`config.mk`:
```
export PLATFORM = sky130hd
export DESIGN_NAME = ifd_decoder
export DESIGN_NICKNAME = d
export VERILOG_FILES = /design/src/rtl/ifd_pkg.sv /design/src/rtl/ifd_fields_if.sv /design/src/rtl/ifd_decoder.sv /design/src/rtl/ifd_format_sel.sv
export VERILOG_INCLUDE_DIRS = /design/src /design/src/rtl
export SDC_FILE = /design/constraint.sdc
export NUM_CORES = 1
export LEC_CHECK = 0
export BUFFER_PORTS_ARGS = -buffer_cell sky130_fd_sc_hd__clkbuf_2
export CAP_MARGIN = 20
export CORE_ASPECT_RATIO = 0.5
export CORE_UTILIZATION = 55
export DETAILED_ROUTE_END_ITERATION = 12
export PLACE_DENSITY = 0.89
export SYNTH_ARGS = -nofsm -noshare
export SYNTH_HDL_FRONTEND = slang
export SYNTH_SLANG_ARGS = --single-unit
```
`constraint.sdc`:
```
create_clock -name clk -period 4.1 [get_ports clk]
set_input_delay 0.615 -clock clk [delete_from_list [all_inputs] [get_ports clk]]
set_output_delay 0.615 -clock clk [all_outputs]
set_load 0.05 [all_outputs]
```
`src/rtl/ifd_cfg.svh`:
```
/*
  Field positions, widths and opcode prefixes of the 14-bit instruction word.
  Assumes it is included by every design file of the field decoder except the type package.
*/
// What this block does
// RULE1: Byte format: opcode bits 13..8, destination bit 7, file address bits 6..0.
// RULE2: Destination bit 0 routes result to accumulator, 1 back to file register.
// RULE3: Bit format: 3-bit bit position selecting one bit, plus 7-bit file address.
// RULE4: General literal format: 8-bit immediate from the low bits.
// RULE5: Jump and call: 11-bit target bits 10..0, opcode bits 13..11.
// RULE6: Page load: 7-bit immediate bits 6..0, opcode bits 13..7.
// RULE7: Bank load: 5-bit immediate bits 4..0, opcode bits 13..5.
// RULE8: Relative branch: 9-bit offset bits 8..0, opcode bits 13..9.
// RULE9: Pointer offset: pointer select field plus 6-bit immediate offset in low bits.
// RULE10: Pointer increment: pointer select field plus 2-bit mode in lowest bits.
// RULE11: Opcode-only words: all 14 bits are opcode, every operand output stays zero.
// RULE12: Format chosen from leading bits, longer prefixes first, exactly one format.
`ifndef IFD_CFG_SVH
`define IFD_CFG_SVH

`define IFD_WORD_W 14
`define IFD_LIT_W 11
`define IFD_FILE_W 7
`define IFD_BIT_W 3
`define IFD_MASK_W 8
`define IFD_MODE_W 2

// Operand widths; each except IFD_OFS_W also marks where the opcode starts
`define IFD_BYTE_OPERAND_W 8
`define IFD_BIT_OPERAND_W 10
`define IFD_LIT8_W 8
`define IFD_JUMP_W 11
`define IFD_PAGE_W 7
`define IFD_BANK_W 5
`define IFD_BRANCH_W 9
`define IFD_OFS_OPERAND_W 7
`define IFD_OFS_W 6
`define IFD_INC_OPERAND_W 3

// Single-bit fields
`define IFD_DEST_BIT 7
`define IFD_OFS_PTR_BIT 6
`define IFD_INC_PTR_BIT 2

// Lowest bit of the two-bit class prefix shared by jump, bit and literal words
`define IFD_CLASS_POS 12

// Opcode prefixes, compared against the word above each format's operand field; opcode-only compares bits 13..5, jump, bit and literal bits 13..12 only
`define IFD_PFX_INC 11'h002
`define IFD_PFX_OPONLY 9'h000
`define IFD_PFX_BANK 9'h001
`define IFD_PFX_OFS 7'h62
`define IFD_PFX_PAGE 7'h63
`define IFD_PFX_BRANCH 5'h19
`define IFD_PFX_JUMP 2'h2
`define IFD_PFX_BIT 2'h1
`define IFD_PFX_LIT 2'h3

`endif

```
`src/rtl/ifd_pkg.sv`:
```
/*
  Types shared by the instruction field decoder.
  Assumes nothing beyond a SystemVerilog compiler.
*/
package ifd_pkg;

  typedef enum logic [3:0] {
    IFD_FMT_BYTE = 4'h0,
    IFD_FMT_BIT = 4'h1,
    IFD_FMT_LIT = 4'h2,
    IFD_FMT_JUMP = 4'h3,
    IFD_FMT_PAGE = 4'h4,
    IFD_FMT_BANK = 4'h5,
    IFD_FMT_BRANCH = 4'h6,
    IFD_FMT_OFS = 4'h7,
    IFD_FMT_INC = 4'h8,
    IFD_FMT_OPONLY = 4'h9
  } ifd_format_t;

endpackage

```
`src/rtl/ifd_fields_if.sv`:
```
/*
  Carrier between the decoder top and its format selector.
  Assumes ifd_pkg is compiled first.
*/
`include "ifd_cfg.svh"

interface ifd_fields_if;
  logic [`IFD_WORD_W-1:0] word;
  ifd_pkg::ifd_format_t fmt;

  modport select (input word, output fmt);
  modport user (output word, input fmt);
endinterface

```
`src/rtl/ifd_decoder.sv`:
```
/*
  Instruction field decoder: splits each fetched 14-bit word into opcode and
  operand fields, registered one cycle after the word is offered.
  Assumes the fetch stage drives instr_word with instr_valid synchronous to clk.
*/
`include "ifd_cfg.svh"

module ifd_decoder (
  // Clock and reset
  input wire logic clk,
  input wire logic rst,
  // From instruction fetch
  input wire logic instr_valid,
  input wire logic [`IFD_WORD_W-1:0] instr_word,
  // To execution and addressing
  output logic dec_valid,
  output ifd_pkg::ifd_format_t dec_format,
  output logic [`IFD_WORD_W-1:0] opcode,
  output logic dest_accum,
  output logic dest_file,
  output logic [`IFD_FILE_W-1:0] file_addr,
  output logic [`IFD_BIT_W-1:0] bit_pos,
  output logic [`IFD_MASK_W-1:0] bit_mask,
  output logic [`IFD_LIT_W-1:0] literal,
  output logic ptr_sel,
  output logic [`IFD_MODE_W-1:0] ptr_mode
);

  ifd_fields_if fld ();
  ifd_pkg::ifd_format_t fmt_cur;

  logic dec_valid_reg;
  ifd_pkg::ifd_format_t format_reg, format_next;
  logic [`IFD_WORD_W-1:0] opcode_reg, opcode_next;
  logic dest_accum_reg, dest_accum_next;
  logic dest_file_reg, dest_file_next;
  logic [`IFD_FILE_W-1:0] file_addr_reg, file_addr_next;
  logic [`IFD_BIT_W-1:0] bit_pos_reg, bit_pos_next;
  logic [`IFD_MASK_W-1:0] bit_mask_reg, bit_mask_next;
  logic [`IFD_LIT_W-1:0] literal_reg, literal_next;
  logic ptr_sel_reg, ptr_sel_next;
  logic [`IFD_MODE_W-1:0] ptr_mode_reg, ptr_mode_next;

  assign fld.word = instr_word;
  assign fmt_cur = fld.fmt;

  ifd_format_sel u_format_sel (
    .fld (fld)
  );

  // Opcode right-justified: the bits above the operand field
  function automatic logic [`IFD_WORD_W-1:0] top_bits(
    input logic [`IFD_WORD_W-1:0] w,
    input int unsigned n
  );
    return w >> n;
  endfunction

  // Operand zero-extended to the literal port width
  function automatic logic [`IFD_LIT_W-1:0] low_bits(
    input logic [`IFD_WORD_W-1:0] w,
    input int unsigned n
  );
    logic [`IFD_WORD_W-1:0] m;
    m = `IFD_WORD_W'((32'h1 << n) - 32'h1);
    return `IFD_LIT_W'(w & m);
  endfunction

  // Fields unused by a format are forced to zero so that downstream logic
  // never sees stale operands from an earlier word
  always_comb
  begin
    format_next = fmt_cur;
    opcode_next = instr_word;
    dest_accum_next = 1'b0;
    dest_file_next = 1'b0;
    file_addr_next = '0;
    bit_pos_next = '0;
    bit_mask_next = '0;
    literal_next = '0;
    ptr_sel_next = 1'b0;
    ptr_mode_next = '0;
    unique case (fmt_cur)
      ifd_pkg::IFD_FMT_BYTE:
      begin
        opcode_next = top_bits(instr_word, `IFD_BYTE_OPERAND_W);  // [RULE1]
        dest_file_next = instr_word[`IFD_DEST_BIT];  // [RULE2]
        dest_accum_next = ~instr_word[`IFD_DEST_BIT];  // [RULE2]
        file_addr_next = instr_word[`IFD_FILE_W-1:0];  // [RULE1]
      end
      ifd_pkg::IFD_FMT_BIT:
      begin
        opcode_next = top_bits(instr_word, `IFD_BIT_OPERAND_W);
        bit_pos_next = instr_word[`IFD_BIT_OPERAND_W-1:`IFD_FILE_W];  // [RULE3]
        bit_mask_next = `IFD_MASK_W'(1) << bit_pos_next;  // [RULE3]
        file_addr_next = instr_word[`IFD_FILE_W-1:0];  // [RULE3]
      end
      ifd_pkg::IFD_FMT_LIT:
      begin
        opcode_next = top_bits(instr_word, `IFD_LIT8_W);
        literal_next = low_bits(instr_word, `IFD_LIT8_W);  // [RULE4]
      end
      ifd_pkg::IFD_FMT_JUMP:
      begin
        opcode_next = top_bits(instr_word, `IFD_JUMP_W);  // [RULE5]
        literal_next = low_bits(instr_word, `IFD_JUMP_W);  // [RULE5]
      end
      ifd_pkg::IFD_FMT_PAGE:
      begin
        opcode_next = top_bits(instr_word, `IFD_PAGE_W);  // [RULE6]
        literal_next = low_bits(instr_word, `IFD_PAGE_W);  // [RULE6]
      end
      ifd_pkg::IFD_FMT_BANK:
      begin
        opcode_next = top_bits(instr_word, `IFD_BANK_W);  // [RULE7]
        literal_next = low_bits(instr_word, `IFD_BANK_W);  // [RULE7]
      end
      ifd_pkg::IFD_FMT_BRANCH:
      begin
        opcode_next = top_bits(instr_word, `IFD_BRANCH_W);  // [RULE8]
        literal_next = low_bits(instr_word, `IFD_BRANCH_W);  // [RULE8]
      end
      ifd_pkg::IFD_FMT_OFS:
      begin
        opcode_next = top_bits(instr_word, `IFD_OFS_OPERAND_W);
        ptr_sel_next = instr_word[`IFD_OFS_PTR_BIT];  // [RULE9]
        literal_next = low_bits(instr_word, `IFD_OFS_W);  // [RULE9]
      end
      ifd_pkg::IFD_FMT_INC:
      begin
        opcode_next = top_bits(instr_word, `IFD_INC_OPERAND_W);
        ptr_sel_next = instr_word[`IFD_INC_PTR_BIT];  // [RULE10]
        ptr_mode_next = instr_word[`IFD_MODE_W-1:0];  // [RULE10]
      end
      ifd_pkg::IFD_FMT_OPONLY:
      begin
        opcode_next = instr_word;  // [RULE11]
      end
      default:
      begin
        opcode_next = instr_word;
      end
    endcase
  end

  always_ff @(posedge clk)
  begin
    if (rst)
      dec_valid_reg <= 1'b0;
    else
      dec_valid_reg <= instr_valid;
  end

  // Fields hold their last decode while no word is offered
  always_ff @(posedge clk)
  begin
    if (rst)
    begin
      format_reg <= ifd_pkg::IFD_FMT_BYTE;
      opcode_reg <= '0;
      dest_accum_reg <= 1'b0;
      dest_file_reg <= 1'b0;
      file_addr_reg <= '0;
      bit_pos_reg <= '0;
      bit_mask_reg <= '0;
      literal_reg <= '0;
      ptr_sel_reg <= 1'b0;
      ptr_mode_reg <= '0;
    end
    else if (instr_valid)
    begin
      format_reg <= format_next;
      opcode_reg <= opcode_next;
      dest_accum_reg <= dest_accum_next;
      dest_file_reg <= dest_file_next;
      file_addr_reg <= file_addr_next;
      bit_pos_reg <= bit_pos_next;
      bit_mask_reg <= bit_mask_next;
      literal_reg <= literal_next;
      ptr_sel_reg <= ptr_sel_next;
      ptr_mode_reg <= ptr_mode_next;
    end
  end

  assign dec_valid = dec_valid_reg;
  assign dec_format = format_reg;
  assign opcode = opcode_reg;
  assign dest_accum = dest_accum_reg;
  assign dest_file = dest_file_reg;
  assign file_addr = file_addr_reg;
  assign bit_pos = bit_pos_reg;
  assign bit_mask = bit_mask_reg;
  assign literal = literal_reg;
  assign ptr_sel = ptr_sel_reg;
  assign ptr_mode = ptr_mode_reg;

  byte_fields_a: assert property (@(posedge clk) disable iff (rst)  // [RULE1]
    (instr_valid && fmt_cur == ifd_pkg::IFD_FMT_BYTE) |=>
      (dec_format == ifd_pkg::IFD_FMT_BYTE
       && file_addr == $past(instr_word[`IFD_FILE_W-1:0])
       && opcode == `IFD_WORD_W'($past(instr_word[`IFD_WORD_W-1:`IFD_BYTE_OPERAND_W]))))
    else $error("byte format fields wrong");

  dest_route_a: assert property (@(posedge clk) disable iff (rst)  // [RULE2]
    (instr_valid && fmt_cur == ifd_pkg::IFD_FMT_BYTE) ##1 dec_valid |->
      (dest_file == $past(instr_word[`IFD_DEST_BIT]) && dest_accum != dest_file))
    else $error("destination routing wrong");

  bit_select_a: assert property (@(posedge clk) disable iff (rst)  // [RULE3]
    (dec_valid && dec_format == ifd_pkg::IFD_FMT_BIT) |->
      ($onehot(bit_mask) && bit_mask[bit_pos]
       && bit_pos == $past(instr_word[`IFD_BIT_OPERAND_W-1:`IFD_FILE_W])))
    else $error("bit position or mask wrong");

  literal_byte_a: assert property (@(posedge clk) disable iff (rst)  // [RULE4]
    (instr_valid && fmt_cur == ifd_pkg::IFD_FMT_LIT) |=>
      (literal == `IFD_LIT_W'($past(instr_word[`IFD_LIT8_W-1:0]))))
    else $error("8-bit literal wrong");

  jump_target_a: assert property (@(posedge clk) disable iff (rst)  // [RULE5]
    (instr_valid && fmt_cur == ifd_pkg::IFD_FMT_JUMP) |=>
      (literal == $past(instr_word[`IFD_JUMP_W-1:0])
       && opcode == `IFD_WORD_W'($past(instr_word[`IFD_WORD_W-1:`IFD_JUMP_W]))))
    else $error("jump target wrong");

  page_load_a: assert property (@(posedge clk) disable iff (rst)  // [RULE6]
    (instr_valid && fmt_cur == ifd_pkg::IFD_FMT_PAGE) |=>
      (literal == `IFD_LIT_W'($past(instr_word[`IFD_PAGE_W-1:0]))
       && opcode == `IFD_WORD_W'($past(instr_word[`IFD_WORD_W-1:`IFD_PAGE_W]))))
    else $error("page load fields wrong");

  bank_load_a: assert property (@(posedge clk) disable iff (rst)  // [RULE7]
    (instr_valid && fmt_cur == ifd_pkg::IFD_FMT_BANK) |=>
      (literal == `IFD_LIT_W'($past(instr_word[`IFD_BANK_W-1:0]))
       && opcode == `IFD_WORD_W'($past(instr_word[`IFD_WORD_W-1:`IFD_BANK_W]))))
    else $error("bank load fields wrong");

  branch_offset_a: assert property (@(posedge clk) disable iff (rst)  // [RULE8]
    (instr_valid && fmt_cur == ifd_pkg::IFD_FMT_BRANCH) |=>
      (literal == `IFD_LIT_W'($past(instr_word[`IFD_BRANCH_W-1:0]))
       && opcode == `IFD_WORD_W'($past(instr_word[`IFD_WORD_W-1:`IFD_BRANCH_W]))))
    else $error("branch offset wrong");

  ptr_offset_a: assert property (@(posedge clk) disable iff (rst)  // [RULE9]
    (instr_valid && fmt_cur == ifd_pkg::IFD_FMT_OFS) |=>
      (ptr_sel == $past(instr_word[`IFD_OFS_PTR_BIT])
       && literal == `IFD_LIT_W'($past(instr_word[`IFD_OFS_W-1:0]))))
    else $error("pointer offset fields wrong");

  ptr_incr_a: assert property (@(posedge clk) disable iff (rst)  // [RULE10]
    (instr_valid && fmt_cur == ifd_pkg::IFD_FMT_INC) |=>
      (ptr_sel == $past(instr_word[`IFD_INC_PTR_BIT])
       && ptr_mode == $past(instr_word[`IFD_MODE_W-1:0]) && literal == '0))
    else $error("pointer increment fields wrong");

  no_operand_a: assert property (@(posedge clk) disable iff (rst)  // [RULE11]
    (dec_valid && dec_format == ifd_pkg::IFD_FMT_OPONLY) |->
      (opcode == $past(instr_word) && literal == '0 && file_addr == '0
       && bit_mask == '0 && !ptr_sel && ptr_mode == '0 && !dest_file))
    else $error("opcode-only word carries operands");

  long_prefix_a: assert property (@(posedge clk) disable iff (rst)  // [RULE12]
    (instr_valid && instr_word[`IFD_WORD_W-1:`IFD_INC_OPERAND_W] == `IFD_PFX_INC)
      ##1 dec_valid |->
      dec_format == ifd_pkg::IFD_FMT_INC)
    else $error("shorter prefix won over longer one");

  hold_idle_a: assert property (@(posedge clk) disable iff (rst)
    (dec_valid && !instr_valid) |=> (!dec_valid && $stable(opcode)
      && $stable(dec_format) && $stable(literal)))
    else $error("fields changed without a word");

endmodule

```
`src/rtl/ifd_format_sel.sv`:
```
/*
  Combinational format classifier for one instruction word.
  Assumes the word is stable for the cycle in which fmt is used.
*/
`include "ifd_cfg.svh"

module ifd_format_sel (
  // Word in, format out
  ifd_fields_if.select fld
);

  // Priority chain: the increment prefix lives inside the opcode-only range,
  // so it must be tested before the shorter prefix swallows it
  always_comb
  begin
    if (fld.word[`IFD_WORD_W-1:`IFD_INC_OPERAND_W] == `IFD_PFX_INC)  // [RULE12]
      fld.fmt = ifd_pkg::IFD_FMT_INC;
    else if (fld.word[`IFD_WORD_W-1:`IFD_BANK_W] == `IFD_PFX_BANK)
      fld.fmt = ifd_pkg::IFD_FMT_BANK;
    else if (fld.word[`IFD_WORD_W-1:`IFD_BANK_W] == `IFD_PFX_OPONLY)
      fld.fmt = ifd_pkg::IFD_FMT_OPONLY;
    else if (fld.word[`IFD_WORD_W-1:`IFD_OFS_OPERAND_W] == `IFD_PFX_OFS)
      fld.fmt = ifd_pkg::IFD_FMT_OFS;
    else if (fld.word[`IFD_WORD_W-1:`IFD_PAGE_W] == `IFD_PFX_PAGE)
      fld.fmt = ifd_pkg::IFD_FMT_PAGE;
    else if (fld.word[`IFD_WORD_W-1:`IFD_BRANCH_W] == `IFD_PFX_BRANCH)
      fld.fmt = ifd_pkg::IFD_FMT_BRANCH;
    else if (fld.word[`IFD_WORD_W-1:`IFD_CLASS_POS] == `IFD_PFX_JUMP)
      fld.fmt = ifd_pkg::IFD_FMT_JUMP;
    else if (fld.word[`IFD_WORD_W-1:`IFD_CLASS_POS] == `IFD_PFX_BIT)
      fld.fmt = ifd_pkg::IFD_FMT_BIT;
    else if (fld.word[`IFD_WORD_W-1:`IFD_CLASS_POS] == `IFD_PFX_LIT)
      fld.fmt = ifd_pkg::IFD_FMT_LIT;
    else
      fld.fmt = ifd_pkg::IFD_FMT_BYTE;
  end

endmodule

```
==> reports/results.tsv <==
metric	value	unit
status	complete, no violations	
post-DP HPWL	4.69	mm
CTS max path bufs	2	
Antenna Nets Post-Route	0	
R2R Setup Slk	2.93	ns
vias	2364	
count of flip-flops with a built-in enable after synthesis	0	
max-cap check violation count	0	
Syn Inst Count	270	
hold_ws	0.445	ns
total wire length	6.43	mm
crit path cell chain	clkbuf_2, inv_1, ha_1, inv_1, o31a_1, a311oi_2, a21oi_2, o41ai_1	
antenna violations before repair	0	
drt wl/cell	16.6	um
Final Cycle Share	58.9	%
hold-fix buffers at CTS	0	
Leak	1.21	nW
xor/xnor share of the synthesized area	0	%
count of input and output buffers	69	
area of the multi-input gates	1160	um2
Post-CTS Repair Setup Buffers	0	
Seq/Total Area, Yosys	45.5	%
Die ar.	4520	um2
Period minus WS final	2.41	ns
setup TNS	0	ns
Netlist Area Pre-Place	2330	um2
Root Driver	clkbuf_8	
number of buffers created by CTS	5	
initial core utilization	58.6	%
Seq cells post-synth	53	
Largest register FFs	14	
critical path's most frequent cell	inv_1	
f_max	0.414	GHz
global-route wire length before repair	9.46	mm
Synth Area in Adders	1.07	%
fin nets	350	
CP max FO	8	
drt pass-1 iters	5	
Final GP Congestion	0.981	
hold path startpoint	bit_pos[2]$_SDFFE_PP0P_	
crit end category	register	
Comb power frac	18.1	%
synthesized area per cell	8.64	um2
required time of the critical path	4.27	ns
PD cells	413	nW/um2
Area Growth Syn to Fin	21.2	%
Compound-Gate Fraction of Synth Area	22.7	%
CTS tree	yes	
GRT overflow	0	
CTS resizes	0	
clock-pin slew on the worst setup and hold paths	0.10	ns
asr flop ratio synth	0	%
Remaining DRCs	0	
RSZ-0062 raised after global routing	false	
final setup vio count	0	
Die H	48.1	um
WHS Path Cells	2	
Global Route Usage Sum	28.2	%
# IOs	70	
Crit Path Class	in2reg	
Critical Path AT	2.58	ns
power share of the clock group	35.5	%
Cell Rows	16	
Sw Pwr	0.337	mW
CP top delay family	compound AO/OA/AOI/OAI gates	
Max H-tree Level	2	
Synth Net Count	289	
sw frac	28.9	%
Sequential Power Share	46.4	%
fraction of layout instances using a drive strength above 1	28.3	%
Slew @ Worst Pin	0.857	ns
Finished Cell Area	2830	um2
Clock Skews	0	ns
Final Hold Viols	0	
FF-to-FF Start	opcode[0]$_SDFFE_PP0P_	
clock network latency to the later pin of the worst-skew pair	0.31	ns
Internal	0.830	mW
Buf/Inv on CP	3	
largest net degree at the start of global routing	38	
Relative slew margins	42.6	%
Pins Over Slew Limit	0	
Ant. Diodes	0	
Synth Area in Simple Gates	24.9	%
Synth Warn #	0	
Worst Hold Path EP	bit_pos[2]$_SDFFE_PP0P_	
Synth cell types	56	
placed cell areas	2700	um2
vias in the first global route	1920	
die width	94.1	um
Initial DRC Count	390	
FILL cells	343	
Crit Reg-Reg Endpoint	opcode[0]$_SDFFE_PP0P_	
drt via density	6.12	
post-synthesis mux area share	1.29	%
clock sink count	53	
CP peak stage delay	0.53	ns
Post-synth top flop	dfxtp_1	
core footprint	3980	um2
combinational family with the most area after synthesis	simple AND/OR/NAND/NOR gates	
register area	1060	um2
r2r worst-path depth	3	
hold crit path type	reg2reg	
Critical Path Source Type	primary input	
Peak VDD IR	0.000256	V
CP max stage cell	o41ai_1	
[logic make-up after synthesis]
logic type                 count (synthesis)
buffers and inverters                     26
adders and majority gates                  2
muxes                                      3
DFF                                       53
AOI/OAI and AO/OA                         71
and+or+nand+nor                          115
[layout make-up]
class	count	area share, %
clock buffers	5	2.43
multi-input cells	191	41.2
flip-flops and latches	53	37.5
inverters	7	0.929
clock inverters	3	2.30
well taps	54	2.39
repair buffers	73	13.3
[layer usage]
layer | vias up | GRT usage (%) | part of all wire (%)
li1 | 1099 | - | -
met1 | 1124 | 38.7 | 45
met2 | 130 | 46.9 | 45
met3 | 11 | 5.24 | 7.9
met4 | 0 | 7.69 | 1.7
met5 | - | 0 | 0
[synth_stat cells (3+ instances only)]
cell | number | area [um2]
buf_1 | 4 | 15.0
a21oi_1 | 23 | 115
inv_1 | 7 | 26.3
nand4_1 | 4 | 25.0
a32o_1 | 5 | 50.1
o21ai_0 | 5 | 25.0
a22o_1 | 4 | 35.0
a211oi_1 | 4 | 30.0
or2_2 | 3 | 18.8
nand3_1 | 15 | 75.1
mux2i_1 | 3 | 30.0
clkbuf_1 | 12 | 45.0
nor2_1 | 27 | 101
and2_1 | 9 | 56.3
dfxtp_1 | 53 | 1060
a22oi_1 | 5 | 37.5
nand2_1 | 36 | 135
nor3_1 | 6 | 30.0
[cell usage in the layout (no fill, tap or decap), types with 3 or more instances in the layout]
| cell | count |
|---|---|
| clkbuf_2 | 69 |
| dfxtp_1 | 53 |
| nand2_1 | 36 |
| nor2_1 | 27 |
| a21oi_1 | 23 |
| nand3_1 | 15 |
| and2_1 | 9 |
| inv_1 | 7 |
| nor3_1 | 6 |
| a22oi_1 | 5 |
| o21ai_0 | 5 |
| a32o_1 | 5 |
| clkbuf_8 | 5 |
| nand4_1 | 4 |
| a211oi_1 | 4 |
| a22o_1 | 4 |
| buf_4 | 4 |
| or2_2 | 3 |
| mux2i_1 | 3 |
[worst reg2reg max path, stage by stage (launching register included)]
cell and delay [ns]:
dfxtp_1 0.35, a22o_1 0.24, a2111oi_0 0.34, a21oi_1 0.11
[power by group through the flow]
stage | logic, mW | clock network (mW) | registers [mW]
final | 0.211 | 0.415 | 0.541
after global routing | 0.223 | 0.437 | 0.543
after CTS | 0.207 | 0.417 | 0.541
after detailed placement | 0.206 | 0 | 0.553
after global placement | 0.205 | 0 | 0.552
after floorplan | 0.0904 | 0 | 0.611
[worst max-delay path by stage]
stage | from | end | slack, ns | cells after the start
after global routing | instr_word[7] | opcode[0]$_SDFFE_PP0P_ | 1.58 | 6
after floorplan | instr_word[12] | dest_accum$_SDFFE_PP0P_ | 1.91 | 7
after detailed placement | instr_word[12] | opcode[3]$_SDFFE_PP0P_ | 1.52 | 7
after CTS | instr_word[12] | dest_file$_SDFFE_PP0P_ | 1.76 | 8
final | instr_word[12] | dest_file$_SDFFE_PP0P_ | 1.69 | 8
after global placement | instr_word[12] | opcode[2]$_SDFFE_PP0P_ | 1.50 | 8
[per-stage QoR]
step	std cells	power, mW	util [%]	setup slack, ns
2_1_floorplan	270	0.701	-	1.91
3_3_place_gp	378	0.757	67.7	1.50
3_5_place_dp	378	0.759	67.7	1.52
4_1_cts	386	1.17	71.0	1.76
5_1_grt	386	1.20	71.0	1.58
6_report	386	1.17	71.0	1.69
(Power assumes the default switching activity.)
